## src/design/can_io_defines.svh

```systemverilog
// Purpose: shared constants of the frame-level I/O node command link
// Assumes: frames carry an 11-bit identifier, a 4-bit length and 8 data bytes
// Notes: byte 0 of a payload sits in data bits [7:0]; least significant byte first
`ifndef CAN_IO_DEFINES_SVH
`define CAN_IO_DEFINES_SVH

// ==========================================================================
// widths
`define CIO_ID_W 11
`define CIO_NODE_W 7
`define CIO_DLC_W 4
`define CIO_DATA_W 64
`define CIO_DIO_W 12
`define CIO_AO_N 4
`define CIO_AO_W 16

// ==========================================================================
// frame identifier bases, node identifier is added to each except the management base
`define CIO_ID_NMT 11'h000
`define CIO_ID_DIN 11'h180
`define CIO_ID_DOUT 11'h200
`define CIO_ID_AOUT 11'h300
`define CIO_ID_BOOT 11'h700

// ==========================================================================
// management command bytes
`define CIO_NMT_RESET 8'h81
`define CIO_NMT_START 8'h01

// ==========================================================================
// payload lengths
`define CIO_DLC_NMT 4'h2
`define CIO_DLC_DOUT 4'h2
`define CIO_DLC_AOUT 4'h8
`define CIO_DLC_POLL 4'h0
`define CIO_DLC_DIN 4'h2
`define CIO_DLC_BOOT 4'h8

// ==========================================================================
// fixed payloads and reset values
`define CIO_BOOT_DATA 64'h0807060504030201
`define CIO_DOUT_RST 12'h000
`define CIO_AOUT_RST 64'h0000000000000000
`define CIO_NODE_RST 7'h00

`endif

```

## src/design/can_io_pkg.sv

```systemverilog
// Purpose: types shared by both ends of the I/O node command link
// Assumes: constants come from can_io_defines.svh
// Notes: frame_id builds and checks base-plus-node identifiers
`include "can_io_defines.svh"

package can_io_pkg;

    // ======================================================================
    // node life-cycle states
    typedef enum logic [1:0] {
        st_init = 2'b00, // initialising, boot frame pending
        st_preop = 2'b01, // pre-operational, settings may change
        st_oper = 2'b10 // operational, process data live
    } node_state_e;

    // ======================================================================
    // commands the master end can issue
    typedef enum logic [2:0] {
        cmd_reset = 3'b000, // management reset
        cmd_start = 3'b001, // management start
        cmd_dout = 3'b010, // digital output frame
        cmd_aout = 3'b011, // analog output frame
        cmd_poll = 3'b100 // digital input poll
    } cmd_kind_e;

    typedef logic [`CIO_ID_W-1:0] can_id_t;

    // base identifier plus node identifier
    function automatic can_id_t frame_id(input can_id_t base, input logic [`CIO_NODE_W-1:0] node);
        frame_id = can_id_t'(base + {4'h0, node});
    endfunction

endpackage

```

## src/design/can_frame_if.sv

```systemverilog
// Purpose: frame carrier between master end and node end
// Assumes: both ends share one clock; valid/ready handshake per direction
// Notes: a frame moves on a cycle where valid and ready are both high
`timescale 1ns/1ps
`default_nettype none
`include "can_io_defines.svh"

interface can_frame_if;
    // master to node
    logic m2d_valid;
    logic m2d_ready;
    logic [`CIO_ID_W-1:0] m2d_id;
    logic [`CIO_DLC_W-1:0] m2d_dlc;
    logic [`CIO_DATA_W-1:0] m2d_data;
    // node to master
    logic d2m_valid;
    logic d2m_ready;
    logic [`CIO_ID_W-1:0] d2m_id;
    logic [`CIO_DLC_W-1:0] d2m_dlc;
    logic [`CIO_DATA_W-1:0] d2m_data;

    modport node (
        input m2d_valid, m2d_id, m2d_dlc, m2d_data, d2m_ready,
        output m2d_ready, d2m_valid, d2m_id, d2m_dlc, d2m_data
    );
    modport master (
        output m2d_valid, m2d_id, m2d_dlc, m2d_data, d2m_ready,
        input m2d_ready, d2m_valid, d2m_id, d2m_dlc, d2m_data
    );
endinterface

`default_nettype wire

```

## src/design/can_io_node.sv

```systemverilog
// Purpose: node end, decodes management and process-data frames of an I/O node
// Assumes: one 20 MHz clock, synchronous active-low reset, frame-level link
// Notes: node identifier is sampled while initialising; inputs pass 3 flops
// Contract
// RULE1 - reset frame 81h plus node reinitialises
// RULE2 - boot frame 700h+node, bytes 01h..08h
// RULE3 - init state then pre-operational after reset
// RULE4 - start frame 01h enters operational, silently
// RULE5 - digital I/O only when operational
// RULE6 - 200h+node drives twelve outputs, no ack
// RULE7 - output one is byte0 bit0
// RULE8 - each output frame replaces all twelve
// RULE9 - empty 180h+node poll gets two-byte reply
// RULE10 - inputs 1-8 byte0, 9-12 byte1, high=1
// RULE11 - 300h+node carries four 16-bit values
// RULE12 - one frame updates all four together
// RULE13 - analog count is ten millivolts
// RULE14 - analog frame gets no ack or error
// RULE15 - multi-byte values least significant byte first
// RULE16 - process data only in operational state
// RULE17 - ignore frames for other node identifiers
`timescale 1ns/1ps
`default_nettype none
`include "can_io_defines.svh"

module can_io_node
    import can_io_pkg::*;
(
    input wire logic clk,
    input wire logic rst_n,
    can_frame_if.node link,
    input wire logic [`CIO_NODE_W-1:0] node_identifier,
    input wire logic [`CIO_DIO_W-1:0] digital_input_line,
    output logic [`CIO_DIO_W-1:0] digital_output,
    output logic [`CIO_AO_N-1:0][`CIO_AO_W-1:0] analog_output_channel,
    output logic analog_update,
    output node_state_e node_state
);

    // ======================================================================
    // state and storage
    node_state_e state_q; // life-cycle state
    logic [`CIO_NODE_W-1:0] node_q; // sampled node identifier
    logic [`CIO_DIO_W-1:0] din_s1_q; // first sync stage, read by s2 only
    logic [`CIO_DIO_W-1:0] din_s2_q; // second sync stage
    logic [`CIO_DIO_W-1:0] din_s3_q; // third sync stage
    logic [`CIO_DIO_W-1:0] din_q; // settled input levels
    logic [`CIO_DIO_W-1:0] dout_q; // digital output latch
    logic [`CIO_AO_N-1:0][`CIO_AO_W-1:0] aout_q; // analog output latch
    logic aupd_q; // analog update pulse
    logic tx_valid_q; // outgoing frame pending
    can_id_t tx_id_q; // outgoing identifier
    logic [`CIO_DLC_W-1:0] tx_dlc_q; // outgoing length
    logic [`CIO_DATA_W-1:0] tx_data_q; // outgoing payload

    // ======================================================================
    // receive decode
    logic rx_take; // frame taken this cycle
    logic is_nmt; // addressed management frame
    logic nmt_reset; // reset command for this node
    logic nmt_start; // start command for this node
    logic is_oper; // operational state
    logic pdo_dout; // digital output frame accepted
    logic pdo_aout; // analog output frame accepted
    logic pdo_poll; // input poll accepted
    logic tx_done; // outgoing frame handed over

    // no new frame while a reply is pending or while initialising
    assign link.m2d_ready = !tx_valid_q && (state_q != st_init);
    assign rx_take = link.m2d_valid && link.m2d_ready;
    assign tx_done = link.d2m_valid && link.d2m_ready;
    assign is_oper = (state_q == st_oper);

    // management frame must name this node in its second byte
    assign is_nmt = rx_take && (link.m2d_id == `CIO_ID_NMT)
        && (link.m2d_dlc == `CIO_DLC_NMT)
        && (link.m2d_data[15:8] == {1'b0, node_q}); // see RULE17
    assign nmt_reset = is_nmt && (link.m2d_data[7:0] == `CIO_NMT_RESET); // see RULE1
    assign nmt_start = is_nmt && (link.m2d_data[7:0] == `CIO_NMT_START); // see RULE4

    // process-data frames only match base plus own node, only when operational
    assign pdo_dout = rx_take && is_oper
        && (link.m2d_id == frame_id(`CIO_ID_DOUT, node_q))
        && (link.m2d_dlc >= `CIO_DLC_DOUT); // see RULE5 see RULE16 see RULE17
    assign pdo_aout = rx_take && is_oper
        && (link.m2d_id == frame_id(`CIO_ID_AOUT, node_q))
        && (link.m2d_dlc == `CIO_DLC_AOUT); // see RULE16 see RULE17
    assign pdo_poll = rx_take && is_oper
        && (link.m2d_id == frame_id(`CIO_ID_DIN, node_q))
        && (link.m2d_dlc == `CIO_DLC_POLL); // see RULE9 see RULE16 see RULE17

    // ======================================================================
    // life-cycle state machine
    always_ff @(posedge clk) begin
        if (!rst_n) begin
            state_q <= st_init;
        end else begin
            unique case (state_q)
                // boot frame loaded this cycle, then settle
                st_init: begin
                    state_q <= st_preop; // see RULE3
                end
                // wait for start command
                st_preop: begin
                    if (nmt_reset) begin
                        state_q <= st_init; // see RULE1
                    end else if (nmt_start) begin
                        state_q <= st_oper; // see RULE4
                    end
                end
                // operational until reset command
                st_oper: begin
                    if (nmt_reset) begin
                        state_q <= st_init; // see RULE1
                    end
                end
                // unused code recovers through init
                default: begin
                    state_q <= st_init;
                end
            endcase
        end
    end

    // ======================================================================
    // node identifier caught in the init state after reset release or a reset command, held otherwise
    always_ff @(posedge clk) begin
        if (!rst_n) begin
            node_q <= `CIO_NODE_RST;
        end else if (state_q == st_init) begin
            node_q <= node_identifier;
        end
    end

    // ======================================================================
    // input pins: three flops, change taken once stages two and three agree
    always_ff @(posedge clk) begin
        if (!rst_n) begin
            din_s1_q <= '0;
            din_s2_q <= '0;
            din_s3_q <= '0;
            din_q <= '0;
        end else begin
            din_s1_q <= digital_input_line;
            din_s2_q <= din_s1_q;
            din_s3_q <= din_s2_q;
            // per bit: keep old level while stages disagree
            din_q <= (din_s2_q & din_s3_q) | (din_q & (din_s2_q ^ din_s3_q));
        end
    end

    // ======================================================================
    // digital outputs, whole word replaced per frame
    always_ff @(posedge clk) begin
        if (!rst_n) begin
            dout_q <= `CIO_DOUT_RST;
        end else if (nmt_reset) begin
            dout_q <= `CIO_DOUT_RST; // see RULE1
        end else if (pdo_dout) begin
            // byte0 bit0 is output one, byte1 bit3 output twelve
            dout_q <= link.m2d_data[`CIO_DIO_W-1:0]; // see RULE6 see RULE7 see RULE8
        end
    end

    // ======================================================================
    // analog outputs, raw counts of 10 mV, all four at once
    always_ff @(posedge clk) begin
        if (!rst_n) begin
            aout_q <= `CIO_AOUT_RST;
        end else if (nmt_reset) begin
            aout_q <= `CIO_AOUT_RST; // see RULE1
        end else if (pdo_aout) begin
            // low byte first: bytes 0-1 channel one, 6-7 channel four
            for (int i = 0; i < `CIO_AO_N; i++) begin
                aout_q[i] <= link.m2d_data[i*`CIO_AO_W +: `CIO_AO_W]; // see RULE11 see RULE15
            end
            // zero count drives zero volts; see RULE12 see RULE13
        end
    end

    // one-cycle strobe marks a joint update of all channels
    always_ff @(posedge clk) begin
        if (!rst_n) begin
            aupd_q <= 1'b0;
        end else begin
            aupd_q <= pdo_aout; // see RULE12
        end
    end

    // ======================================================================
    // transmit slot: boot frame or input reply, nothing else answers
    always_ff @(posedge clk) begin
        if (!rst_n) begin
            tx_valid_q <= 1'b0;
            tx_id_q <= '0;
            tx_dlc_q <= '0;
            tx_data_q <= '0;
        end else if (state_q == st_init) begin
            // announce boot with fixed byte pattern
            tx_valid_q <= 1'b1;
            tx_id_q <= frame_id(`CIO_ID_BOOT, node_identifier); // see RULE2
            tx_dlc_q <= `CIO_DLC_BOOT;
            tx_data_q <= `CIO_BOOT_DATA; // see RULE2
        end else if (pdo_poll) begin
            // reply on the poll identifier, inputs 1-8 then 9-12
            tx_valid_q <= 1'b1;
            tx_id_q <= link.m2d_id; // see RULE9
            tx_dlc_q <= `CIO_DLC_DIN;
            tx_data_q <= {52'h0, din_q}; // see RULE10 see RULE15
        end else if (tx_done) begin
            tx_valid_q <= 1'b0;
        end
        // start, output and analog frames queue nothing; see RULE4 see RULE6 see RULE14
    end

    // ======================================================================
    // outputs
    assign link.d2m_valid = tx_valid_q;
    assign link.d2m_id = tx_id_q;
    assign link.d2m_dlc = tx_dlc_q;
    assign link.d2m_data = tx_data_q;
    assign digital_output = dout_q;
    assign analog_output_channel = aout_q;
    assign analog_update = aupd_q;
    assign node_state = state_q;

endmodule

`default_nettype wire

```

## src/flat_wrapper.sv

```systemverilog
// flat-port wrapper written by rule: the top's interface ports become plain ports
module can_io_node_flat import can_io_pkg::*;
  (clk, rst_n, node_identifier, digital_input_line, digital_output, analog_output_channel, analog_update, node_state, link_m2d_valid, link_m2d_id, link_m2d_dlc, link_m2d_data, link_d2m_ready, link_m2d_ready, link_d2m_valid, link_d2m_id, link_d2m_dlc, link_d2m_data);
  can_frame_if link_i ();
  input wire logic clk;
  input wire logic rst_n;
  input wire logic [`CIO_NODE_W-1:0] node_identifier;
  input wire logic [`CIO_DIO_W-1:0] digital_input_line;
  output logic [`CIO_DIO_W-1:0] digital_output;
  output logic [`CIO_AO_N-1:0][`CIO_AO_W-1:0] analog_output_channel;
  output logic analog_update;
  output node_state_e node_state;
  input wire logic [$bits(link_i.m2d_valid)-1:0] link_m2d_valid;
  input wire logic [$bits(link_i.m2d_id)-1:0] link_m2d_id;
  input wire logic [$bits(link_i.m2d_dlc)-1:0] link_m2d_dlc;
  input wire logic [$bits(link_i.m2d_data)-1:0] link_m2d_data;
  input wire logic [$bits(link_i.d2m_ready)-1:0] link_d2m_ready;
  output wire logic [$bits(link_i.m2d_ready)-1:0] link_m2d_ready;
  output wire logic [$bits(link_i.d2m_valid)-1:0] link_d2m_valid;
  output wire logic [$bits(link_i.d2m_id)-1:0] link_d2m_id;
  output wire logic [$bits(link_i.d2m_dlc)-1:0] link_d2m_dlc;
  output wire logic [$bits(link_i.d2m_data)-1:0] link_d2m_data;
  assign link_i.m2d_valid = link_m2d_valid;
  assign link_i.m2d_id = link_m2d_id;
  assign link_i.m2d_dlc = link_m2d_dlc;
  assign link_i.m2d_data = link_m2d_data;
  assign link_i.d2m_ready = link_d2m_ready;
  assign link_m2d_ready = link_i.m2d_ready;
  assign link_d2m_valid = link_i.d2m_valid;
  assign link_d2m_id = link_i.d2m_id;
  assign link_d2m_dlc = link_i.d2m_dlc;
  assign link_d2m_data = link_i.d2m_data;
  can_io_node u_core (.clk(clk), .rst_n(rst_n), .link(link_i), .node_identifier(node_identifier), .digital_input_line(digital_input_line), .digital_output(digital_output), .analog_output_channel(analog_output_channel), .analog_update(analog_update), .node_state(node_state));
endmodule
```

## config.mk

```make
export PLATFORM = sky130hd
export DESIGN_NAME = can_io_node_flat
export DESIGN_NICKNAME = d
export VERILOG_FILES = /design/src/design/can_io_pkg.sv /design/src/design/can_frame_if.sv /design/src/design/can_io_node.sv /design/src/flat_wrapper.sv
export VERILOG_INCLUDE_DIRS = /design/src /design/src/design
export SDC_FILE = /design/constraint.sdc
export NUM_CORES = 1
export LEC_CHECK = 0
export BUFFER_PORTS_ARGS = -buffer_cell sky130_fd_sc_hd__buf_2
export CORE_MARGIN = 2
export CORE_UTILIZATION = 51
export CTS_CLUSTER_DIAMETER = 40
export CTS_CLUSTER_SIZE = 28
export DETAILED_ROUTE_END_ITERATION = 8
export PLACE_DENSITY = 0.85
export SLEW_MARGIN = 20
export SYNTH_ARGS = -nofsm -noshare
export SYNTH_HDL_FRONTEND = slang
export SYNTH_SLANG_ARGS = --single-unit
```

## constraint.sdc

```tcl
create_clock -name clk -period 5.28 [get_ports clk]
set_input_delay 1.056 -clock clk [delete_from_list [all_inputs] [get_ports clk]]
set_output_delay 1.056 -clock clk [all_outputs]
set_load 0.05 [all_outputs]
```

# Word level (Yosys, flattened, before mapping)
# Index checks and enable logic that the tools add are counted.
[op_classes]
reduce_logical = 25
mux = 13
n_lt_le_gt_ge = 1
bitwise = 5
n_eq_ne = 12
add_sub_neg = 4
[op_table]
columns = ["op", "count"]
rows = [
  ["$mux 60", 2],
  ["$eq 11x11->1", 3],
  ["$and 12x12->12", 2],
  ["$add 10x7->11 const A", 2],
  ["$mux 11", 2],
  ["$logic_and 1x1->1", 15],
  ["$or 12x12->12", 1],
  ["$xor 12x12->12", 1],
  ["$logic_not 11->1", 1],
  ["$add 9x7->10 const A", 1],
  ["$add 9x8->10 const A", 1],
  ["$eq 8x1->1 const B", 1],
  ["$eq 8x7->1", 1],
  ["$eq 8x8->1 const B", 1],
  ["$mux 4", 2],
  ["$mux 2", 3],
  ["$pmux 2 s3", 1],
  ["$eq 4x2->1 const B", 1],
  ["$eq 4x4->1 const B", 1],
  ["$ge 4x2->1 const B", 1],
  ["$logic_not 4->1", 1],
  ["$reduce_bool 2->1", 2],
  ["$reduce_or 2->1", 2],
  ["$mux 1", 3],
  ["9 further kinds", 9],
]
[word_totals]
output_inout_bits = 160
word_cells = 78
input_bits = 102
ff_bits = 171

# Logic depth before layout (Yosys ltp)
# Gate-level depths: netlist of the first run.
[depth]
depth_word = 10
ltp_mapped = 7
ltp_nobuf = 5

# Worst setup path before layout of the first run
# Ideal clock, no wire load.
[synth_path]
path_type = "input port to flip-flop"
from = "in link_m2d_id[9]"
to = "reg u_core.dout_q[10] (netlist: u_core.digital_output[10])"
t_required_ps = 5164
t_arrival_ps = 2684
setup_time_ps = 116
stages = 7
n_path_buf = 2
slack_ps = 2480
cell_sequence = "or4_1 > or3_4 > nor4_4 > a21o_4 > buf_8 > buf_8 > nor2_1"
[synth_between]
elab_chain_cells = 6
elab_cells_between_ends = 9
cone_classes = "eq/ne: 1; reduce/logical: 8"
[synth_lines]
columns = ["element", "line", "rtl"]
rows = [
  ["from (decl)", "flat_wrapper.sv:14", "input wire logic [$bits(link_i.m2d_id)-1:0] link_m2d_id;"],
  ["$logic_not 11->1 (no source line)", "-", ""],
  ["$logic_and 1x1->1 (3 in series)", "can_io_node.sv:75", "assign is_nmt = rx_take && (link.m2d_id == `CIO_ID_NMT)"],
  ["$logic_and 1x1->1", "can_io_node.sv:78", "assign nmt_reset = is_nmt && (link.m2d_data[7:0] == `CIO_NMT_RESET);"],
  ["$reduce_or 2->1 (no source line)", "-", ""],
  ["to (signal assigned)", "can_io_node.sv:156", "dout_q <= `CIO_DOUT_RST;"],
  ["to (signal assigned)", "can_io_node.sv:158", "dout_q <= `CIO_DOUT_RST;"],
  ["to (signal assigned)", "can_io_node.sv:161", "dout_q <= link.m2d_data[`CIO_DIO_W-1:0];"],
  ["to (decl)", "can_io_node.sv:48", "logic [`CIO_DIO_W-1:0] dout_q;"],
]
# Several ways; a longest one is shown, not always the timed one.
# A chain may end at the register's enable or synchronous reset.

# Worst setup path after layout of the first run
[layout_path]
from = "in link_m2d_id[9]"
to = "reg u_core.tx_id_q[10] (netlist: u_core.link.d2m_id[10])"
[layout_between]
elab_chain_cells = 4
[layout_lines]
columns = ["element", "line", "rtl"]
rows = [
  ["$eq 11x11->1", "can_io_node.sv:89", "&& (link.m2d_id == frame_id(`CIO_ID_DIN, node_q))"],
  ["$logic_and 1x1->1 (2 in series)", "can_io_node.sv:88", "assign pdo_poll = rx_take && is_oper"],
  ["$reduce_bool 2->1 (no source line)", "-", ""],
  ["to (signal assigned)", "can_io_node.sv:201", "tx_id_q <= frame_id(`CIO_ID_BOOT, node_identifier);"],
  ["to (signal assigned)", "can_io_node.sv:207", "tx_id_q <= link.m2d_id;"],
  ["to (decl)", "can_io_node.sv:52", "can_id_t tx_id_q;"],
]
# Every way passes these cells.

==> results of run 1 <==
[power breakdown]
group | total [uW] | leakage [uW] | switching, uW | internal [uW]
logic | 240 | 0.00194 | 182 | 58.9
registers | 1240 | 0.00130 | 13.4 | 1230
clock network | 1200 | 0.000285 | 462 | 736
total | 2680 | 0.00353 | 657 | 2020
[cells in the mapped netlist]
| master | instances | area (um2) |
|---|---|---|
| a211oi_1 | 1 | 7.51 |
| a21o_1 | 1 | 7.51 |
| a21o_4 | 1 | 15.0 |
| a21oi_1 | 94 | 470 |
| a31oi_1 | 8 | 50.1 |
| and2_1 | 36 | 225 |
| and3_1 | 1 | 6.26 |
| and4b_1 | 1 | 10.0 |
| buf_2 | 13 | 65.1 |
| buf_4 | 54 | 405 |
| buf_8 | 5 | 75.1 |
| clkbuf_1 | 20 | 75.1 |
| clkinv_1 | 1 | 3.75 |
| conb_1 | 1 | 3.75 |
| dfxtp_1 | 160 | 3200 |
| ha_1 | 12 | 150 |
| inv_1 | 2 | 7.51 |
| mux2i_1 | 12 | 120 |
| nand2_1 | 172 | 646 |
| nand2b_1 | 3 | 18.8 |
| nand3_1 | 10 | 50.1 |
| nand3b_1 | 1 | 7.51 |
| nand4_1 | 4 | 25.0 |
| nand4b_1 | 1 | 8.76 |
| nor2_1 | 41 | 154 |
| nor3_1 | 7 | 35.0 |
| nor4_1 | 9 | 56.3 |
| nor4_4 | 1 | 21.3 |
| nor4b_1 | 1 | 8.76 |
| nor4bb_1 | 1 | 10.0 |
| o21bai_1 | 1 | 7.51 |
| or2_2 | 1 | 6.26 |
| or3_4 | 1 | 11.3 |
| or4_1 | 1 | 7.51 |
| xnor2_1 | 7 | 61.3 |
| xor2_1 | 7 | 61.3 |
[layer usage]
metal	wire, um	vias up	global-route usage
li1	-	2545	-
met1	6030	2302	0.272
met2	7320	192	0.372
met3	1070	21	0.0734
met4	246	0	0.0837
met5	0	-	0
[final cells by class]
type / instances / area share
Multi-Input combinational cell: 479 / 0.322
Clock inverter: 8 / 0.0138
Sequential cell: 160 / 0.426
Tap cell: 143 / 0.0238
Inverter: 3 / 0.00150
Clock buffer: 24 / 0.0641
Timing Repair Buffer: 221 / 0.148
[worst reg2reg max path, delay by kind of cell, from the launching register on]
family | cells | cell delay (ns)
compound gates | 2 | 0.35
buf+inv | 1 | 0.38
simple gates | 3 | 1.57
flops | 1 | 0.45
[logic make-up after synthesis]
| family | share of synthesized area |
|---|---|
| xor gates and xnor gates | 0.0201 |
| other | 0.000615 |
| AOI/OAI and AO/OA | 0.0915 |
| DFF | 0.525 |
| and+or+nand+nor | 0.214 |
| buffers and inverters | 0.104 |
| adders and majority gates | 0.0246 |
| muxes | 0.0197 |
[registers in the layout, summed over array words and instances (netlist names)]
register                      cells
u_core.link.d2m_dlc               1
u_core.link.d2m_id               11
u_core.din_q                     12
u_core.link.d2m_data             13
u_core.analog_output_channel     64
u_core.din_s2_q                  12
u_core.din_s3_q                  12
u_core.din_s1_q                  12
u_core.node_q                     7
u_core.digital_output            12
u_core.analog_update              1
u_core.link.d2m_valid             1
u_core.node_state                 2
[worst min path at each step]
stage               slack (ns)  depth (start not counted)                              to
finish                    0.43                          1  u_core.din_s2_q[11]$_SDFF_PN0_
global route              0.44                          1   u_core.din_s2_q[6]$_SDFF_PN0_
CTS                       0.43                          1  u_core.din_s2_q[11]$_SDFF_PN0_
detailed placement        0.42                          1  u_core.din_s2_q[11]$_SDFF_PN0_
global placement          0.41                          1   u_core.din_s2_q[6]$_SDFF_PN0_
floorplan                 0.41                          1   u_core.din_s2_q[0]$_SDFF_PN0_
[through the flow]
step                cell area [um2]  setup WS, ns
floorplan                      6250          2.48
finish                         7510          2.25
CTS                            7510          2.23
global route                   7510          1.99
global placement               6930          1.84
detailed placement             6930          1.81
==> key figures, run 1 <==
Status
  • Status: completed

Timing
  • Clock skew: 0.0110 ns
  • Fmax: 0.330 GHz
  • Worst slew pin tran: 0.892 ns
  • Final hold vios: 0
  • RSZ-0062 raised after global routing: no
  • Max-slew violation count: 0
  • Setup TNS: 0 ns
  • Hold slack: 0.430 ns
  • # setup viols final: 0
  • Max transition margin: 0.406
  • Post-route clock period utilization: 0.574
  • Tmin final: 3.03 ns

Die
  • Starting Density: 0.527
  • Full die area: 0.0128 mm2
  • IO Pins: 262
  • Die width: 113 um
  • Core Region: 0.0116 mm2
  • FP Rows: 39
  • Die height: 113 um

Finish
  • Ratio of cells with drive above 1 in the final layout: 0.284
  • Most frequent cells in the layout: buf_2 (218), nand2_1 (172), dfxtp_1 (160)
  • Util after Layout: 0.650
  • Area Growth Syn to Fin: 23.2%
  • Area occupied by multi-input gates: 0.00242 mm2
  • Fill count: 982
  • N_diodes: 0
  • Register area: 0.00320 mm2
  • Fin nets: 996
  • Most common cell after layout, fill and taps aside: buf_2
  • Fin cells: 1,038

Global routing
  • Global-route wire length before repair: 22.5 mm
  • Aggregate global routing overflow: 0
  • GRT Resource Usage Total: 0.224
  • Largest net degree at the start of global routing: 77
  • Initial antenna violation count: 0
  • Vias in the first global route: 4,513

Logic synthesis
  • Syn_area_per_cell: 8.81 um2
  • Mapped Cells: 692
  • Post-Synthesis Cell Area: 0.00610 mm2
  • #FFs+latches synth: 160
  • Seq/Total Area, Yosys: 0.525
  • Netlist cell types: 36
  • Ys Warns: 0

Critical path
  • Critical path required time: 5.58 ns
  • Setup crit end: u_core.link.d2m_id[10]$_SDFFE_PN0P_
  • Setup crit end kind: register
  • Startpoint Class: input port
  • Worst setup path category: input port to register
  • Capture point of the worst reg-to-reg path: u_core.analog_output_channel[25]$_SDFFE_PP0P_
  • R2r worst-path depth: 6
  • Critical Path Stages: 6
  • CP max stage delay: 0.71 ns
  • Critical path fanouts, max: 21
  • CP Launch Point: link_m2d_id[9]
  • R2R Setup Slk: 2.48 ns
  • Slowest CP cell: nand3_1
  • Crit path cell chain: buf_2 > or4_1 > nor4_1 > nand3_1 > nand2_1 > nor2_1
  • Reg-to-reg startpoint: u_core.node_state[1]$_SDFFE_PN0P_
  • Critical Path AT: 3.33 ns
  • WP buf/inv: 1
  • Crit path max-delay family: simple AND/OR/NAND/NOR gates

Routing
  • Wire length per cell: 14.1 um
  • Total Wirelength: 14.7 mm
  • Final routed DRC violation total: 0
  • Vias: 5,060
  • Vias per inst: 4.87
  • 1st-pass router iterations: 7
  • Post-DRT Antenna Nets: 0
  • DR iter-0 viols: 412

Pwr
  • Power, Total: 2680 uW
  • Pwr dens: 357 mW/mm2
  • Leakage: 0.00353 uW
  • Worst vdd ir: 0.000272 V

Clock tree
  • CTS clk-pin slew, worst paths: 0.06 ns
  • Root Buffer: clkbuf_16
  • Total CTS buffers: 17
  • CTS tree: yes
  • Postcts setup bufs: 0
  • Worst-skew pair later-pin latency: 0.42 ns
  • Clk sinks: 160
  • CTS Hold Bufs: 0
  • H-tree Lvls: 4
  • PostCTS Resize Cnt: 0
  • Clock buffer depth: 2

Placement
  • Post-DP HPWL: 10.4 mm
  • Placer congestion estimate: 0.883
  • # port buffers: 218
  • Placed cells: 1,006

Run
  • Max-Cap Viols: 0

Min path
  • Worst hold path class: register to register
  • Hold_sp: u_core.din_s1_q[11]$_SDFF_PN0_
(Power assumes the default switching activity.)
==> inputs of run 2 (changes only) <==
--- a/config.mk
+++ b/config.mk
@@ -8,11 +8,11 @@
 export LEC_CHECK = 0
 export BUFFER_PORTS_ARGS = -buffer_cell sky130_fd_sc_hd__buf_2
 export CORE_MARGIN = 2
-export CORE_UTILIZATION = 51
+export CORE_UTILIZATION = 47
 export CTS_CLUSTER_DIAMETER = 40
 export CTS_CLUSTER_SIZE = 28
 export DETAILED_ROUTE_END_ITERATION = 8
-export PLACE_DENSITY = 0.85
+export PLACE_DENSITY = 0.79
 export SLEW_MARGIN = 20
 export SYNTH_ARGS = -nofsm -noshare
 export SYNTH_HDL_FRONTEND = slang
==> constraint.sdc (replaced) <==
create_clock -name clk -period 2.99 [get_ports clk]
set_input_delay 0.598 -clock clk [delete_from_list [all_inputs] [get_ports clk]]
set_output_delay 0.598 -clock clk [all_outputs]
set_load 0.05 [all_outputs]
==> run 2 against run 1 <==
First-iteration DRC count down 31%. Final area up 1.6%. Largest cell class unchanged. Critical path depth unchanged. Hold slack worse by 0.047 ns. Routed wire length up 3.2%. Die area up 8.2%. Clock power up 79%. Largest power group unchanged. Global-route usage down 0.97 points. Via count up 1.2%. Sequential cell count unchanged. Sequential share of layout area down 0.69 points.
==> key figures, run 2 (synthesis gave the netlist of run 1 again) <==
Placement
  • Place WS: 0.286 ns (-1.52 ns)
  • # port buffers: 218 (unchanged)
  • Placer congestion estimate: 0.928 (+5.1%)
  • Post-DP HPWL: 10.9 mm (+4.8%)
  • Placed cells: 1,041 (+3.5%)
  • Post-DP Area: 0.00705 mm2 (+1.7%)

Pwr
  • Pwr dens: 625 mW/mm2 (+75%)
  • Logic pwr share: 0.090 (about the same)
  • Sw power: 1180 uW (+80%)
  • Sw Share: 0.247 (+0.00221)
  • Internal power: 3590 uW (+77%)
  • Reg power frac: 0.460 (-0.003)
  • Worst vdd ir: 0.000470 V (+73%)
  • Leakage: 0.00357 uW (+1.1%)
  • Power share of the clock group: 0.450 (+0.003)

Routing
  • DR iter-0 viols: 286 (-31%)
  • 1st-pass router iterations: 5 (-2)
  • Final routed DRC violation total: 0 (unchanged)
  • Post-DRT Antenna Nets: 0 (unchanged)
  • Total Wirelength: 15.1 mm (+3.2%)
  • Vias: 5,121 (+1.2%)
  • Wire length per cell: 14.1 um (about the same)
  • Vias per inst: 4.78 (-2.0%)

Timing
  • RSZ-0062 raised after global routing: no
  • Setup TNS: 0 ns (unchanged)
  • Post-route clock period utilization: 0.765
  • Fmax: 0.437 GHz
  • Tmin final: 2.29 ns
  • Final hold vios: 0 (unchanged)
  • Clock skew: 0.00787 ns (-0.00313 ns)
  • # setup viols final: 0 (unchanged)
  • Max transition margin: 0.327 (-0.0789)
  • Worst slew pin tran: 1.01 ns (+0.115 ns)
  • Setup WS post-layout: 0.702 ns (-1.55 ns)
  • Max-slew violation count: 0 (unchanged)

Global routing
  • Largest net degree at the start of global routing: 65 (-16%)
  • Global-route wire length before repair: 23.7 mm (+5.2%)
  • Initial antenna violation count: 0 (unchanged)
  • Aggregate global routing overflow: 0 (unchanged)
  • Vias in the first global route: 4,750 (+5.3%)
  • GRT Resource Usage Total: 0.214 (-0.00975)

Run
  • Max-Cap Viols: 0 (unchanged)

Finish
  • Most frequent cells in the layout: buf_2 (218), nand2_1 (172), dfxtp_1 (160)
  • Number of flip-flops in the largest register: 64 (unchanged)
  • Post-route cell area: 0.00764 mm2 (+1.6%)
  • N_diodes: 0 (unchanged)
  • Area Growth Syn to Fin: 25.3%
  • Most common cell after layout, fill and taps aside: buf_2
  • Fill count: 1,171 (+19%)
  • Ratio of cells with drive above 1 in the final layout: 0.291 (+0.00731)
  • Register area: 0.00320 mm2 (unchanged)
  • Area occupied by multi-input gates: 0.00242 mm2 (unchanged)
  • Fin nets: 1,002 (+0.60%)
  • Fin cells: 1,072 (+3.3%)

Clock tree
  • CTS clk-pin slew, worst paths: 0.06 ns (about the same)
  • Postcts setup bufs: 0 (unchanged)
  • CTS Hold Bufs: 0 (unchanged)
  • Worst-skew pair later-pin latency: 0.42 ns (about the same)
  • H-tree Lvls: 4 (unchanged)
  • CTS tree: yes
  • Root Buffer: clkbuf_16
  • Clock buffer depth: 2 (unchanged)
  • Total CTS buffers: 17 (unchanged)
  • PostCTS Resize Cnt: 0 (unchanged)
  • Clk sinks: 160 (unchanged)

Critical path
  • Critical path required time: 3.33 ns (-2.25 ns)
  • Worst setup path category: register to register
  • R2R Setup Slk: 0.70 ns (-1.78 ns)
  • Critical path fanouts, max: 64 (+200%)
  • Setup crit end kind: register
  • Slowest CP cell: nor4_1
  • Critical Path AT: 2.63 ns (-0.70 ns)
  • R2r worst-path depth: 6 (unchanged)
  • Crit path cell chain: o21bai_1 > nor4_1 > and4b_2 > buf_12 > nand2_1 > a21oi_1
  • CP max stage delay: 0.58 ns (-0.13 ns)
  • Reg-to-reg startpoint: u_core.node_state[1]$_SDFFE_PN0P_
  • Startpoint Class: register
  • Capture point of the worst reg-to-reg path: u_core.analog_output_channel[41]$_SDFFE_PP0P_

Die
  • Core Region: 0.0126 mm2 (+9.1%)
  • Starting Density: 0.483 (-0.0441)
  • Full die area: 0.0139 mm2 (+8.2%)
  • Die width: 118 um (+4.0%)
  • FP Rows: 41 (+5.1%)
  • Die height: 118 um (+4.0%)
  • IO Pins: 262 (unchanged)

Min path
  • Hold Path Sink: u_core.din_s1_q[9]$_SDFF_PN0_
  • Hold_sp: digital_input_line[9]
  • Worst hold path class: input port to register
  • Hold path cells: 2 (+1)

Status
  • Status: completed
[run 2: worst max-delay path: cells and delay by family, from the launching register on]
kind	cells	cell delay (ns)
DFF	1	0.45
buffers and inverters	1	0.25
and+or+nand+nor	3	1.08
AOI/OAI and AO/OA	2	0.38
[run 2: how the worst max path moves through the flow]
stage,to,startpoint,slack [ns]
global route,u_core.analog_output_channel[57]$_SDFFE_PP0P_,u_core.node_state[1]$_SDFFE_PN0P_,0.56
floorplan,u_core.digital_output[10]$_SDFFE_PP0P_,link_m2d_id[9],0.65
finish,u_core.analog_output_channel[41]$_SDFFE_PP0P_,u_core.node_state[1]$_SDFFE_PN0P_,0.70
CTS,u_core.analog_output_channel[41]$_SDFFE_PP0P_,u_core.node_state[1]$_SDFFE_PN0P_,0.71
global placement,u_core.digital_output[11]$_SDFFE_PP0P_,link_m2d_id[9],0.31
detailed placement,u_core.analog_output_channel[2]$_SDFFE_PP0P_,link_m2d_id[9],0.29
[run 2: power groups by stage]
| stage | logic (uW) | registers (uW) | clock network, uW |
|---|---|---|---|
| 2_1_floorplan | 320 | 2280 | 0 |
| 3_3_place_gp | 428 | 2240 | 0 |
| 3_5_place_dp | 431 | 2240 | 0 |
| 4_1_cts | 433 | 2190 | 2180 |
| 5_1_grt | 458 | 2200 | 2270 |
| 6_report | 431 | 2190 | 2150 |
[run 2: layout make-up]
cell class / instances / area share
flip-flops and latches: 160 / 0.419
clock inverters: 9 / 0.0139
multi-input cells: 479 / 0.317
well taps: 172 / 0.0282
clock buffers: 22 / 0.0634
inverters: 3 / 0.00147
repair buffers: 227 / 0.157
[run 2: routing by layer]
metal / vias to the layer above / GRT usage / wire, um
li1: 2555 / - / -
met2: 212 / 0.368 / 7590
met3: 28 / 0.0620 / 1120
met5: - / 0 / 0
met4: 0 / 0.0889 / 296
met1: 2326 / 0.250 / 6130
[run 2: stage by stage]
stage | power (uW) | utilization | hold WS [ns]
2_1_floorplan | 2600 | - | 0.412
3_3_place_gp | 2670 | 0.558 | 0.413
3_5_place_dp | 2670 | 0.558 | 0.418
4_1_cts | 4810 | 0.605 | 0.367
5_1_grt | 4930 | 0.605 | 0.368
6_report | 4770 | 0.605 | 0.383
